`src/pkg/dec_pkg.sv`:
```
// shared constants and types for the dma and endpoint configuration block
// assumes a byte-wide command interface driven by a local microcontroller
package dec_pkg;

    // command codes
    localparam logic [7:0] CMD_SET_DMA      = 8'hFB;
    localparam logic [7:0] CMD_EP_CFG_BASE  = 8'hB0;
    localparam logic [3:0] CMD_EP_CFG_GROUP = 4'hB;

    // data phase limits
    localparam logic [1:0] DMA_BYTES_DEFAULT  = 2'h1;
    localparam logic [1:0] DMA_BYTES_ENHANCED = 2'h2;
    localparam logic [1:0] EP_CFG_BYTES       = 2'h1;

    // byte positions in the data phase
    localparam logic [1:0] BYTE_FIRST  = 2'h0;
    localparam logic [1:0] BYTE_SECOND = 2'h1;

    // endpoint indices whose interrupts the control byte gates
    localparam logic [3:0] EP_INDEX_FOUR = 4'h4;
    localparam logic [3:0] EP_INDEX_FIVE = 4'h5;

    localparam int EP_COUNT      = 16;
    localparam int EP_IDX_W      = 4;
    localparam int PKT_BYTES_W   = 10;

    // reset values
    localparam logic [7:0] CTRL_RESET   = 8'h00;
    localparam logic [3:0] EP_SEL_RESET = 4'h0;
    localparam logic [7:0] EP_CFG_RESET = 8'h00;
    localparam logic [3:0] SEL_PAD      = 4'h0;
    localparam logic [7:0] READ_IDLE    = 8'h00;

    // burst field codes and beat counts
    localparam logic [1:0] BURST_SINGLE = 2'h0;
    localparam logic [1:0] BURST_FOUR   = 2'h1;
    localparam logic [1:0] BURST_EIGHT  = 2'h2;
    localparam logic [4:0] BEATS_SINGLE  = 5'h01;
    localparam logic [4:0] BEATS_FOUR    = 5'h04;
    localparam logic [4:0] BEATS_EIGHT   = 5'h08;
    localparam logic [4:0] BEATS_SIXTEEN = 5'h10;

    // endpoint type codes
    localparam logic [1:0] EP_TYPE_CONTROL  = 2'h0;
    localparam logic [1:0] EP_TYPE_BULK_INT = 2'h1;
    localparam logic [1:0] EP_TYPE_ISO      = 2'h2;
    localparam logic [1:0] EP_TYPE_RESERVED = 2'h3;

    // first dma byte, msb first
    typedef struct packed {
        logic       ep5_irq_en;
        logic       ep4_irq_en;
        logic       sof_pin_mode;
        logic       auto_reload;
        logic       to_in_buffer;
        logic       enable;
        logic [1:0] burst;
    } dec_dma_ctrl_t;

    // endpoint configuration byte, msb first
    typedef struct packed {
        logic       reserved;
        logic [3:0] max_pkt_code;
        logic [1:0] ep_type;
        logic       ep_enable;
    } dec_ep_cfg_t;

    // decoded dma settings handed to the transfer engine
    typedef struct packed {
        logic       enable;
        logic       to_in_buffer;
        logic       auto_reload;
        logic [4:0] burst_beats;
        logic [3:0] ep_index;
    } dec_dma_setup_t;

    // decoded endpoint setup for one index
    typedef struct packed {
        logic                   ep_enable;
        logic [1:0]             ep_type;
        logic                   type_illegal;
        logic [PKT_BYTES_W-1:0] max_pkt_bytes;
    } dec_ep_setup_t;

    typedef enum logic [1:0] {
        CMD_NONE,
        CMD_DMA,
        CMD_EP_CFG,
        CMD_OTHER
    } dec_cmd_kind_t;

endpackage

```
`src/design/dec_dma_ep_config.sv`:
```
// dma configuration and per-index endpoint setup behind the command interface
// assumes command and data strobes come from logic on sys_clk; the end-of-transfer
// pin is asynchronous; interrupt register state and sof detection live elsewhere
`timescale 1ns/100ps

// Summary of operation
// - dma access moves one byte in default mode, two in enhanced; read and write
// - bits 1-0 pick burst: single, four, eight or sixteen cycles
// - first dma byte resets to zero: disabled, single cycle, read direction
// - bit 2 enables dma; hardware clears it when end-of-transfer asserts unless bit 4 is set
// - bit 3 direction: zero out-buffer to memory, one memory to in-buffer
// - bit 4 set restarts the transfer automatically after completion
// - bit 5 adds start-of-frame packets to the interrupt pin sources
// - default mode: bits 6 and 7 enable index four and five interrupts
// - enhanced mode: bits 6, 7 ignored; four, five enabled unless dma index
// - enhanced second byte bits 3-0 choose the single dma endpoint index
// - enhanced: sixteen endpoint config codes, one byte, bit 0 enables index
// - bits 2-1 give endpoint type; code three is reserved
// - bits 6-3 pick max packet size, fixing buffer size; resets zero
// - transfer completion sets a flag cleared by reading the interrupt register
// - sof-only mode raises interrupts on sof only, ignoring pin mode bit
module dec_dma_ep_config #(
    parameter logic [dec_pkg::EP_COUNT*dec_pkg::PKT_BYTES_W-1:0] PKT_SIZE_LUT = {
        10'h1F8, 10'h1C0, 10'h180, 10'h140, 10'h100, 10'h0C0, 10'h080, 10'h060,
        10'h040, 10'h030, 10'h020, 10'h018, 10'h010, 10'h00C, 10'h008, 10'h000
    }
) (
    input  wire logic                               sys_clk,
    input  wire logic                               reset_n,
    input  wire logic                               enhanced_mode,
    input  wire logic                               cmd_wr,
    input  wire logic                               dat_wr,
    input  wire logic                               dat_rd,
    input  wire logic [7:0]                         bus_wdata,
    output logic      [7:0]                         bus_rdata,
    input  wire logic                               transfer_done_n,
    input  wire logic                               sof_rx,
    input  wire logic                               irq_reg_pending,
    input  wire logic                               sof_only_mode,
    input  wire logic                               irq_reg_read,
    input  wire logic [3:0]                         ep_query_index,
    output dec_pkg::dec_ep_setup_t                  ep_query_setup,
    output dec_pkg::dec_dma_setup_t                 dma_setup,
    output logic                                    dma_restart,
    output logic                                    dma_eot_flag,
    output logic                                    ep_index_four_irq_en,
    output logic                                    ep_index_five_irq_en,
    output logic                                    irq_out
);

    // burst field to beat count
    function automatic logic [4:0] burst_beats(input logic [1:0] code);
        logic [4:0] beats;
        beats = dec_pkg::BEATS_SIXTEEN;
        if (code == dec_pkg::BURST_SINGLE) begin
            beats = dec_pkg::BEATS_SINGLE;
        end else if (code == dec_pkg::BURST_FOUR) begin
            beats = dec_pkg::BEATS_FOUR;
        end else if (code == dec_pkg::BURST_EIGHT) begin
            beats = dec_pkg::BEATS_EIGHT;
        end
        return beats;
    endfunction

    // packet size code to byte count
    function automatic logic [dec_pkg::PKT_BYTES_W-1:0] pkt_bytes(input logic [3:0] code);
        return PKT_SIZE_LUT[code*dec_pkg::PKT_BYTES_W +: dec_pkg::PKT_BYTES_W];
    endfunction

    // per-index interrupt gate
    // all inputs are arguments so a continuous assignment sees every change
    function automatic logic ep_irq_enable(input logic       enh,
                                           input logic [3:0] sel,
                                           input logic [3:0] index,
                                           input logic       ctrl_bit);
        logic en;
        en = ctrl_bit;
        if (enh) begin
            en = (sel != index);
        end
        return en;
    endfunction

    dec_pkg::dec_dma_ctrl_t ctrl;
    dec_pkg::dec_dma_ctrl_t next_ctrl;
    logic [3:0]             ep_sel;
    logic [3:0]             next_ep_sel;
    dec_pkg::dec_cmd_kind_t cmd_kind;
    dec_pkg::dec_cmd_kind_t next_cmd_kind;
    logic [3:0]             cmd_ep_index;
    logic [1:0]             byte_idx;
    logic [1:0]             next_byte_idx;
    logic [7:0]             next_rdata;
    logic                   done_meta;
    logic                   done_sync;
    logic                   done_prev;
    logic                   next_irq;

    // decode of the current command and data phase
    wire logic       cmd_is_dma;
    wire logic       cmd_is_ep_cfg;
    wire logic [1:0] dma_byte_limit;
    wire logic       data_access;
    wire logic       dma_phase;
    wire logic       ep_cfg_phase;
    wire logic       dma_first;
    wire logic       dma_second;
    wire logic       ep_cfg_write;
    wire logic       eot_event;
    wire logic       user_ctrl_write;
    wire logic [7:0] ep_cfg_raw;
    dec_pkg::dec_ep_cfg_t ep_cfg_wr;
    dec_pkg::dec_ep_cfg_t ep_cfg_rd;

    assign cmd_is_dma    = (bus_wdata == dec_pkg::CMD_SET_DMA);
    assign cmd_is_ep_cfg = (bus_wdata[7:4] == dec_pkg::CMD_EP_CFG_GROUP) && enhanced_mode;

    assign dma_byte_limit = enhanced_mode ? dec_pkg::DMA_BYTES_ENHANCED : dec_pkg::DMA_BYTES_DEFAULT;
    assign data_access    = dat_wr || dat_rd;
    assign dma_phase      = (cmd_kind == dec_pkg::CMD_DMA) && (byte_idx < dma_byte_limit);
    assign ep_cfg_phase   = (cmd_kind == dec_pkg::CMD_EP_CFG) && (byte_idx < dec_pkg::EP_CFG_BYTES);
    assign dma_first      = dma_phase && (byte_idx == dec_pkg::BYTE_FIRST);
    assign dma_second     = dma_phase && (byte_idx == dec_pkg::BYTE_SECOND);

    // one written byte per endpoint code
    assign ep_cfg_write   = ep_cfg_phase && dat_wr;
    assign user_ctrl_write = dma_first && dat_wr;

    // end-of-transfer assertion seen as a falling edge after the synchroniser
    assign eot_event = done_prev && !done_sync;

    always_comb begin
        next_cmd_kind = cmd_kind;
        if (cmd_wr) begin
            if (cmd_is_dma) begin
                next_cmd_kind = dec_pkg::CMD_DMA;
            end else if (cmd_is_ep_cfg) begin
                next_cmd_kind = dec_pkg::CMD_EP_CFG;
            end else begin
                next_cmd_kind = dec_pkg::CMD_OTHER;
            end
        end
    end

    always_comb begin
        next_byte_idx = byte_idx;
        if (cmd_wr) begin
            next_byte_idx = dec_pkg::BYTE_FIRST;
        end else if (data_access && (dma_phase || ep_cfg_phase)) begin
            next_byte_idx = byte_idx + 2'h1;
        end
    end

    always_comb begin
        next_ctrl = ctrl;
        // hardware clear on end of transfer
        if (eot_event) begin
            // auto reload keeps the engine armed
            next_ctrl.enable = ctrl.auto_reload;
        end
        // software write of the first byte
        if (user_ctrl_write) begin
            next_ctrl = bus_wdata;
        end
    end

    always_comb begin
        next_ep_sel = ep_sel;
        // enhanced second byte picks the dma index
        if (dma_second && dat_wr) begin
            next_ep_sel = bus_wdata[3:0];
        end
    end

    always_comb begin
        next_rdata = bus_rdata;
        if (dat_rd) begin
            next_rdata = dec_pkg::READ_IDLE;
            if (dma_first) begin
                next_rdata = ctrl;
            end else if (dma_second) begin
                next_rdata = {dec_pkg::SEL_PAD, ep_sel};
            end
        end
    end

    always_ff @(posedge sys_clk or negedge reset_n) begin
        if (!reset_n) begin
            ctrl      <= dec_pkg::CTRL_RESET;
            ep_sel    <= dec_pkg::EP_SEL_RESET;
            cmd_kind  <= dec_pkg::CMD_NONE;
            byte_idx  <= dec_pkg::BYTE_FIRST;
            bus_rdata <= dec_pkg::READ_IDLE;
        end else begin
            ctrl      <= next_ctrl;
            ep_sel    <= next_ep_sel;
            cmd_kind  <= next_cmd_kind;
            byte_idx  <= next_byte_idx;
            bus_rdata <= next_rdata;
        end
    end

    always_ff @(posedge sys_clk or negedge reset_n) begin
        if (!reset_n) begin
            cmd_ep_index <= dec_pkg::EP_SEL_RESET;
        end else if (cmd_wr) begin
            cmd_ep_index <= bus_wdata[3:0];
        end
    end

    // pin synchroniser; idle high so reset does not fake an assertion
    always_ff @(posedge sys_clk or negedge reset_n) begin
        if (!reset_n) begin
            done_meta <= 1'b1;
            done_sync <= 1'b1;
            done_prev <= 1'b1;
        end else begin
            done_meta <= transfer_done_n;
            done_sync <= done_meta;
            done_prev <= done_sync;
        end
    end

    // sticky completion flag, set beats the read clear
    always_ff @(posedge sys_clk or negedge reset_n) begin
        if (!reset_n) begin
            dma_eot_flag <= 1'b0;
        end else if (eot_event) begin
            dma_eot_flag <= 1'b1;
        end else if (irq_reg_read) begin
            dma_eot_flag <= 1'b0;
        end
    end

    always_ff @(posedge sys_clk or negedge reset_n) begin
        if (!reset_n) begin
            dma_restart <= 1'b0;
        end else begin
            dma_restart <= eot_event && ctrl.enable && ctrl.auto_reload && !user_ctrl_write;
        end
    end

    // sof-only mode overrides the pin mode bit
    always_comb begin
        if (sof_only_mode) begin
            next_irq = sof_rx;
        end else begin
            next_irq = irq_reg_pending || dma_eot_flag || (ctrl.sof_pin_mode && sof_rx);
        end
    end

    always_ff @(posedge sys_clk or negedge reset_n) begin
        if (!reset_n) begin
            irq_out <= 1'b0;
        end else begin
            irq_out <= next_irq;
        end
    end

    // index four and five interrupt gating
    assign ep_index_four_irq_en = ep_irq_enable(enhanced_mode, ep_sel, dec_pkg::EP_INDEX_FOUR, ctrl.ep4_irq_en);
    assign ep_index_five_irq_en = ep_irq_enable(enhanced_mode, ep_sel, dec_pkg::EP_INDEX_FIVE, ctrl.ep5_irq_en);

    assign dma_setup.enable       = ctrl.enable;
    assign dma_setup.to_in_buffer = ctrl.to_in_buffer;
    assign dma_setup.auto_reload  = ctrl.auto_reload;
    assign dma_setup.burst_beats  = burst_beats(ctrl.burst);
    assign dma_setup.ep_index     = enhanced_mode ? ep_sel : dec_pkg::EP_SEL_RESET;

    // reserved bit stored as zero whatever the host writes
    assign ep_cfg_wr.reserved     = 1'b0;
    assign ep_cfg_wr.max_pkt_code = bus_wdata[6:3];
    assign ep_cfg_wr.ep_type      = bus_wdata[2:1];
    assign ep_cfg_wr.ep_enable    = bus_wdata[0];

    dec_ep_mem #(
        .DEPTH     (dec_pkg::EP_COUNT),
        .WIDTH     (8),
        .ADDR_W    (dec_pkg::EP_IDX_W),
        .RESET_VAL (dec_pkg::EP_CFG_RESET)
    ) u_ep_mem (
        .sys_clk (sys_clk),
        .reset_n (reset_n),
        .wr_en   (ep_cfg_write),
        .wr_addr (cmd_ep_index),
        .wr_data (ep_cfg_wr),
        .rd_addr (ep_query_index),
        .rd_data (ep_cfg_raw)
    );

    assign ep_cfg_rd = ep_cfg_raw;

    assign ep_query_setup.ep_enable     = ep_cfg_rd.ep_enable;
    assign ep_query_setup.ep_type       = ep_cfg_rd.ep_type;
    assign ep_query_setup.type_illegal  = (ep_cfg_rd.ep_type == dec_pkg::EP_TYPE_RESERVED);
    assign ep_query_setup.max_pkt_bytes = pkt_bytes(ep_cfg_rd.max_pkt_code);

endmodule // dec_dma_ep_config

```
`src/design/dec_ep_mem.sv`:
```
// small register file holding one endpoint configuration byte per index
// assumes a single writer; read data are registered, one cycle after the address
`timescale 1ns/100ps
module dec_ep_mem #(
    parameter int         DEPTH     = 16,
    parameter int         WIDTH     = 8,
    parameter int         ADDR_W    = 4,
    parameter logic [7:0] RESET_VAL = 8'h00
) (
    input  wire logic              sys_clk,
    input  wire logic              reset_n,
    input  wire logic              wr_en,
    input  wire logic [ADDR_W-1:0] wr_addr,
    input  wire logic [WIDTH-1:0]  wr_data,
    input  wire logic [ADDR_W-1:0] rd_addr,
    output logic      [WIDTH-1:0]  rd_data
);

    logic [WIDTH-1:0] store [DEPTH];

    // flops rather than ram so every entry resets to a known value
    always_ff @(posedge sys_clk or negedge reset_n) begin
        if (!reset_n) begin
            for (int i = 0; i < DEPTH; i++) begin
                store[i] <= RESET_VAL[WIDTH-1:0];
            end
        end else if (wr_en) begin
            store[wr_addr] <= wr_data;
        end
    end

    always_ff @(posedge sys_clk or negedge reset_n) begin
        if (!reset_n) begin
            rd_data <= RESET_VAL[WIDTH-1:0];
        end else begin
            rd_data <= store[rd_addr];
        end
    end

endmodule // dec_ep_mem

```
`config.mk`:
```
export PLATFORM = sky130hd
export DESIGN_NAME = dec_dma_ep_config
export DESIGN_NICKNAME = d
export VERILOG_FILES = /design/src/pkg/dec_pkg.sv /design/src/design/dec_dma_ep_config.sv /design/src/design/dec_ep_mem.sv
export SDC_FILE = /design/constraint.sdc
export NUM_CORES = 1
export LEC_CHECK = 0
export ABC_AREA = 1
export BUFFER_PORTS_ARGS = -buffer_cell sky130_fd_sc_hd__buf_2
export CAP_MARGIN = 20
export CELL_PAD_IN_SITES_DETAIL_PLACEMENT = 0
export CELL_PAD_IN_SITES_GLOBAL_PLACEMENT = 2
export CORE_MARGIN = 2
export CORE_UTILIZATION = 30
export CTS_BUF_LIST = sky130_fd_sc_hd__clkbuf_8
export DETAILED_ROUTE_END_ITERATION = 8
export HOLD_SLACK_MARGIN = 0.1
export PLACE_DENSITY = 0.79
export SYNTH_ARGS = -nofsm -noshare
export SYNTH_HDL_FRONTEND = slang
export SYNTH_SLANG_ARGS = --single-unit
export TNS_END_PERCENT = 100
```
`constraint.sdc`:
```
create_clock -name sys_clk -period 1.9 [get_ports sys_clk]
set_input_delay 0.38 -clock sys_clk [delete_from_list [all_inputs] [get_ports sys_clk]]
set_output_delay 0.38 -clock sys_clk [all_outputs]
set_load 0.01 [all_outputs]
```
==> results of run 1 <==
path summary, 6_finish.rpt:
kind                       slack [ps]  depth (start not counted)                              to                           from
max                                -5                          7               ep_query_setup[3]  u_ep_mem.rd_data[4]$_DFF_PN0_
min                               160                          3               irq_out$_DFF_PN0_                         sof_rx
max reg2reg                       160                          6  u_ep_mem.store[65]$_DFFE_PN0P_        byte_idx[1]$_DFFE_PN0P_
min reg2reg                       360                          0             done_sync$_DFF_PN1_            done_meta$_DFF_PN1_
max in group asynchronous         870                          3             done_prev$_DFF_PN1_                        reset_n
min in group asynchronous         430                          2  u_ep_mem.store[76]$_DFFE_PN0P_                        reset_n
sequential cells by signal (all words and copies together), names as in the netlist:
name	count
u_ep_mem.store	112
bus_rdata	8
u_ep_mem.rd_data	7
ctrl	5
cmd_ep_index	4
ep_sel	4
dma_setup	3
byte_idx	2
cmd_kind	2
dma_eot_flag	1
dma_restart	1
done_meta	1
done_prev	1
done_sync	1
irq_out	1
metal layers:
layer	GRT usage, %	up-vias	share of wire (%)
met5	0	-	0
li1	-	3114	-
met1	22.0	2855	49
met2	27.3	69	48
met3	2.83	16	2.1
met4	3.78	0	1.0
Yosys cell counts (2+ instances only):
library cell    n
a21oi_1         3
a41oi_1         2
buf_1           4
buf_2           9
buf_4          10
buf_6          13
clkbuf_1       23
dfrtp_1       150
dfstp_2         3
ha_1            7
inv_1          84
nand2_1       341
nand2_2        11
nand3_1        73
nand3_2         4
nand4_1        10
nor2_1         46
nor2_4          5
o21ai_0       116
o21ai_1        14
o21ai_2        16
worst min-delay path, delay by kind of cell:
family / cells / cell delay (ps)
AO/OA/AOI/OAI: 2 / 120
buffers and inverters: 1 / 70
through the flow:
step	power (µW)	instances	hold WS, ps	TNS [ps]	util, %
6_report	8910	1344	159	-5.30	36.0
5_1_grt	9520	1344	144	-429	36.0
4_1_cts	9020	1344	133	-88.7	35.9
3_5_place_dp	5970	1305	351	0	33.4
3_3_place_gp	5940	1305	344	0	33.4
2_1_floorplan	5340	954	84.4	0	-
final cells by class:
type                       count  area [µm²]  area share, %
clock buffer                  23         317           3.59
clock inverter                 8         164           1.86
inverter                      85         319           3.62
multi-input combinational    657        3100           35.2
sequential                   153        3830           43.5
tap                          324         405           4.60
timing repair buffer          94         671           7.61
where the power goes:
group | total [µW] | internal [µW] | leakage, µW | switching, µW
Combinational | 1730 | 688 | 0.00214 | 1040
Sequential | 4210 | 3840 | 0.00200 | 372
Clock | 2970 | 1760 | 0.000249 | 1210
kinds of logic (layout without fill, tap and decap cells):
| family | count (synthesis) | in the layout | share of synthesized area (%) |
|---|---|---|---|
| compound gates | 153 | 153 | 11.1 |
| buf+inv | 144 | 210 | 9.12 |
| simple gates | 493 | 493 | 27.7 |
| fa+ha+maj | 7 | 7 | 1.16 |
| other cells | 1 | 4 | 0.0498 |
| flops | 153 | 153 | 50.9 |
repair_timing:
action                                 in CTS  in global routing
hold buffers                                4                  0
setup endpoints to repair                   5                 19
pin swaps                                   3                  2
setup buffers                               4                  0
gates resized for setup                    18                  5
endpoints found under the hold margin      36                  0
placed cells by master (no fill, tap or decap), drive strengths merged:
cell and count:
a211oi 1, a21oi 3, a41oi 2, buf 90, bufinv 5, clkbuf 23
clkinv 3, conb 4, dfrtp 150, dfstp 3, dlygate4sd3 4, ha 7
inv 85, nand2 352, nand3 77, nand4 11, nor2 51, nor3 1
o211ai 1, o21ai 146, or2 1
==> flow_summary_export.csv, run 1 <==
group,metric,value,unit
timing,hold_viol_final,0,
detailed_routing,drc,0,
timing,clock.fmax,525,MHz
yosys,synth_cell_types,28,
flow_run,drv_cap,0,
detailed_routing,viasPerCell,4.50,
yosys,synth_area,7530,µm²
yosys,synth_top_area_share,49.8,%
detailed_routing,first_iter_violations,440,
cts,clkSinkCount,153,
global_route,grtUsageTotal,16.3,%
timing,fin_crit,1910,ps
yosys,ys_async_sr_fraction,100,%
yosys,syn_inst,951,
setup_path,crit_chain,"inv_2 > ha_4 > nand2_2 > inv_2 > a21oi_1 > o21ai_1 > buf_2",
detailed_routing,detail-route-antenna-nets,0,
placed_design,gp_congestion,0.782,
hold_path,hp-class,"input port to flop",
detailed_routing,wire_per_inst,15.1,µm
timing,layout_setup_ws,-5.30,ps
status,violations,"setup timing",
floorplanning,io_pins,62,
timing,skew,15.5,ps
setup_path,endpoint_kind,"output port",
cells_and_area,nNetsFinal,1038,
setup_path,crit_buf_inv,3,
cts,cts_buffers,17,
yosys,ys_ff_latch,153,
yosys,synth_edf_count,0,
floorplanning,die_h,162,µm
detailed_routing,dr_total_vias,6054,
floorplanning,initial_core_util,30.8,%
cts,htreeDepth,4,
timing,post-route-period-util,100,%
yosys,ys_seq_area_share,50.9,%
yosys,synthFlopType,"dfrtp_1",
power,p_leak,0.00439,µW
yosys,synth_top_cell_by_area,"dfrtp_1",
setup_path,criticalPathCategory,"flop to output port",
global_route,grt_pass1_wl,33.2,mm
setup_path,cp_max_fo,2,
detailed_routing,routed_wl,20.3,mm
timing,maxSlewViolCount,0,
detailed_routing,drt_pass1_iterations,4,
floorplanning,fp.dieArea,26400,µm²
cells_and_area,syn_to_final_growth,17.0,%
setup_path,cpPeakStageDelay,390,ps
global_route,gr-total-overflow,0,
yosys,synth.avg_cell_area,7.92,µm²
power,powerDensity,1010,nW/µm²
global_route,grt_antenna_before_repair,0,
setup_path,startpoint_type,"flop",
yosys,synth.top_cells.by_area,"dfrtp_1 50%, nand2_1 17%, o21ai_0 7.7%",
floorplanning,fp.coreArea,24500,µm²
cells_and_area,drive_gt1_share,17.1,%
setup_path,critPathArrivalTime,1530,ps
placed_design,placedInstanceArea,8180,µm²
cells_and_area,final.fill_count,2564,
floorplanning,die_w,162,µm
power,ir_drop,0.418,mV
global_route,first_global_vias,5996,
placed_design,dp_hpwl,14.0,mm
cts,clock_path_buffers,2,
cells_and_area,antenna_cells,0,
setup_path,critical_path.most_common_cell,"inv_2",
cts,clk_pin_slew,80,ps
cts,clk_latency,460,ps
cts,cts_tree,"done",
cells_and_area,final_area,8810,µm²
placed_design,pre_cts_ws,103,ps
floorplanning,rows,57,
timing,rsz0062_at_grt,"yes",
setup_path,crit_family,"flip-flops",
timing,setup_viol,1,
yosys,yosysWarnings,0,
status,status,"finished, violations left",
cts,cts_root_buffer,"clkbuf_8",
global_route,grt_max_degree,46,
setup_path,crit_slowest_cell,"dfrtp_1",
setup_path,cp.required,1520,ps
placed_design,portBuffers,57,
Note: power is estimated with default switching activity, not from simulation.
==> inputs of run 2 (changes only) <==
--- a/config.mk
+++ b/config.mk
@@ -11,11 +11,12 @@
 export CELL_PAD_IN_SITES_DETAIL_PLACEMENT = 0
 export CELL_PAD_IN_SITES_GLOBAL_PLACEMENT = 2
 export CORE_MARGIN = 2
-export CORE_UTILIZATION = 30
+export CORE_UTILIZATION = 37
 export CTS_BUF_LIST = sky130_fd_sc_hd__clkbuf_8
 export DETAILED_ROUTE_END_ITERATION = 8
 export HOLD_SLACK_MARGIN = 0.1
-export PLACE_DENSITY = 0.79
+export PLACE_DENSITY = 0.92
+export REMOVE_ABC_BUFFERS = 1
 export SYNTH_ARGS = -nofsm -noshare
 export SYNTH_HDL_FRONTEND = slang
 export SYNTH_SLANG_ARGS = --single-unit
==> run 2 against run 1 <==
The run still ends with setup timing left. Cell count decreased by 4.2%. Routed wire length shrank 5.1%. Die area decreased by 18%. Global-route usage increased by 2.4 points. Critical path depth down 2. Clock-buffer cell count down 6. Cell area fell by 1.5%. Power shrank 5.9%. Critical path type unchanged.
==> flow_summary_export.csv, run 2 (same netlist as run 1, synthesis figures left out) <==
group,metric,value,unit
power,powerDensity,967,nW/µm²
hold_path,worstHoldStart,"sof_rx",
timing,maxSlewViolCount,0,
cells_and_area,stdcell_count,1288,
placed_design,gp_congestion,0.810,
power,p_comb_share,20.7,%
floorplanning,die_h,147,µm
cts,clock_path_buffers,2,
timing,skew,12.4,ps
hold_path,hp-class,"input port to flop",
cells_and_area,regMostFlops,"u_ep_mem.store",
floorplanning,io_pins,62,
hold_path,hold_path_end,"irq_out$_DFF_PN0_",
detailed_routing,viasPerCell,4.78,
cells_and_area,drive_gt1_share,17.3,%
placed_design,placedCellCount,1249,
power,p_leak,0.00435,µW
timing,clock.fmax,515,MHz
detailed_routing,detail-route-antenna-nets,0,
cts,clkSinkCount,153,
power,ir_drop,0.481,mV
setup_path,cp_max_fo,2,
setup_path,criticalPathCategory,"flop to output port",
floorplanning,fp.coreArea,20100,µm²
setup_path,worstReg2RegStart,"byte_idx[0]$_DFFE_PN0P_",
setup_path,reg2regPathDepth,7,
detailed_routing,drc,0,
cts,clk_latency,460,ps
timing,fin_crit,1940,ps
cells_and_area,nNetsFinal,1035,
placed_design,dp_hpwl,12.9,mm
timing,layout_setup_ws,-43.6,ps
cells_and_area,syn_to_final_growth,15.1,%
hold_path,hold_path_depth,3,
floorplanning,die_w,147,µm
global_route,grt_antenna_before_repair,0,
floorplanning,fp.dieArea,21500,µm²
timing,post-route-period-util,102,%
global_route,grt_pass1_wl,31.9,mm
power,swShare,34.2,%
power,power,8390,µW
cts,cts_root_buffer,"clkbuf_8",
setup_path,cp.required,1520,ps
global_route,first_global_vias,5991,
floorplanning,rows,52,
global_route,grt_max_degree,64,
detailed_routing,first_iter_violations,394,
cts,cts_buffers,17,
detailed_routing,wire_per_inst,15.0,µm
global_route,grtUsageTotal,18.7,%
detailed_routing,routed_wl,19.3,mm
setup_path,startpoint_type,"flop",
setup_path,critPathArrivalTime,1560,ps
setup_path,timing.rr.end,"u_ep_mem.store[8]$_DFFE_PN0P_",
placed_design,portBuffers,57,
detailed_routing,dr_total_vias,6155,
cts,htreeDepth,4,
floorplanning,initial_core_util,37.5,%
timing,setup_viol,4,
global_route,gr-total-overflow,0,
cts,clk_pin_slew,100,ps
cells_and_area,mostFrequentLayoutCells,"340 x nand2_1, 149 x dfrtp_1, 111 x o21ai_0",
setup_path,r2r_setup_slack,170,ps
status,violations,"setup timing",
cells_and_area,biggestRegsByFlops,"u_ep_mem.store (112), bus_rdata (8), u_ep_mem.rd_data (7)",
flow_run,drv_cap,0,
cells_and_area,antenna_cells,0,
timing,rsz0062_at_grt,"yes",
status,status,"finished, violations left",
detailed_routing,drt_pass1_iterations,5,
cells_and_area,layout_commonest_cell,"nand2_1",
power,switchingPower,2870,µW
timing,hold_viol_final,0,
power,power.sequential.fraction,50.1,%
placed_design,pre_cts_ws,99.6,ps
power,clkPwrFrac,29.2,%
cts,cts_tree,"done",
cells_and_area,largest_reg_flops,112,
setup_path,endpoint_kind,"output port",
power,p_int,5520,µW
==> run 2: cell types whose count changed in the layout (fill, tap and decap cells not counted), sizes merged <==
cell	change
inv	+13
clkbuf	-6
bufinv	-5
buf	-3
clkinv	-2
clkinvlp	+1
==> run 2: worst max-delay path: stages (launching register included) <==
cell and delay, ps:
dfrtp_1 400, inv_2 70, ha_4 270, inv_2 40, a211oi_2 170, buf_2 160
==> run 2: metal layers <==
metal | routed length, µm | vias up | global-route usage (%) | share of wire [%]
li1 | - | 3108 | - | -
met1 | 9180 | 2902 | 25.4 | 48
met2 | 9080 | 125 | 30.4 | 47
met3 | 760 | 20 | 4.19 | 3.9
met4 | 257 | 0 | 4.90 | 1.3
met5 | 0 | - | 0 | 0
==> run 2: worst max path at each step <==
stage                                        startpoint                              to  depth (start not counted)
after global routing      u_ep_mem.rd_data[3]$_DFF_PN0_               ep_query_setup[7]                          5
after detailed placement        byte_idx[0]$_DFFE_PN0P_  u_ep_mem.store[93]$_DFFE_PN0P_                          7
after CTS                 u_ep_mem.rd_data[3]$_DFF_PN0_               ep_query_setup[7]                          5
after floorplan                 byte_idx[0]$_DFFE_PN0P_  u_ep_mem.store[81]$_DFFE_PN0P_                          7
after global placement          byte_idx[0]$_DFFE_PN0P_  u_ep_mem.store[89]$_DFFE_PN0P_                          7
final                     u_ep_mem.rd_data[3]$_DFF_PN0_               ep_query_setup[7]                          5
==> run 2: layout make-up <==
class | instances | area (µm²)
tap | 270 | 338
inverter | 85 | 319
sequential | 153 | 3830
fill | 2046 | 11400
multi-input combinational | 657 | 3130
clock buffer | 17 | 234
timing repair buffer | 91 | 677
clock inverter | 15 | 145
==> run 2: power groups by stage <==
stage	clock [µW]	combinational [µW]	sequential [µW]
2_1_floorplan	0	1060	4190
5_1_grt	2640	2010	4290
6_report	2450	1730	4200
3_3_place_gp	0	1660	4250
4_1_cts	2510	1740	4200
3_5_place_dp	0	1690	4260
==> run 2: through the flow <==
| step | hold slack (ps) | cell area (µm²) | util [%] | setup TNS, ps |
|---|---|---|---|---|
| 6_report | 136 | 8670 | 43.1 | -96.1 |
| 5_1_grt | 150 | 8670 | 43.1 | -727 |
| 4_1_cts | 112 | 8620 | 42.9 | -204 |
| 3_5_place_dp | 322 | 8120 | 40.4 | 0 |
| 2_1_floorplan | 84.4 | 7180 | - | 0 |
| 3_3_place_gp | 316 | 8120 | 40.4 | 0 |
==> run 2: repair_timing <==
action                                  4_1_cts  5_1_grt
pin swaps                                     4        4
endpoints found under the hold margin        34        0
hold buffers                                  4        0
setup buffers                                 3        0
endpoints found under the setup margin        5       26
resized for setup                            17       13
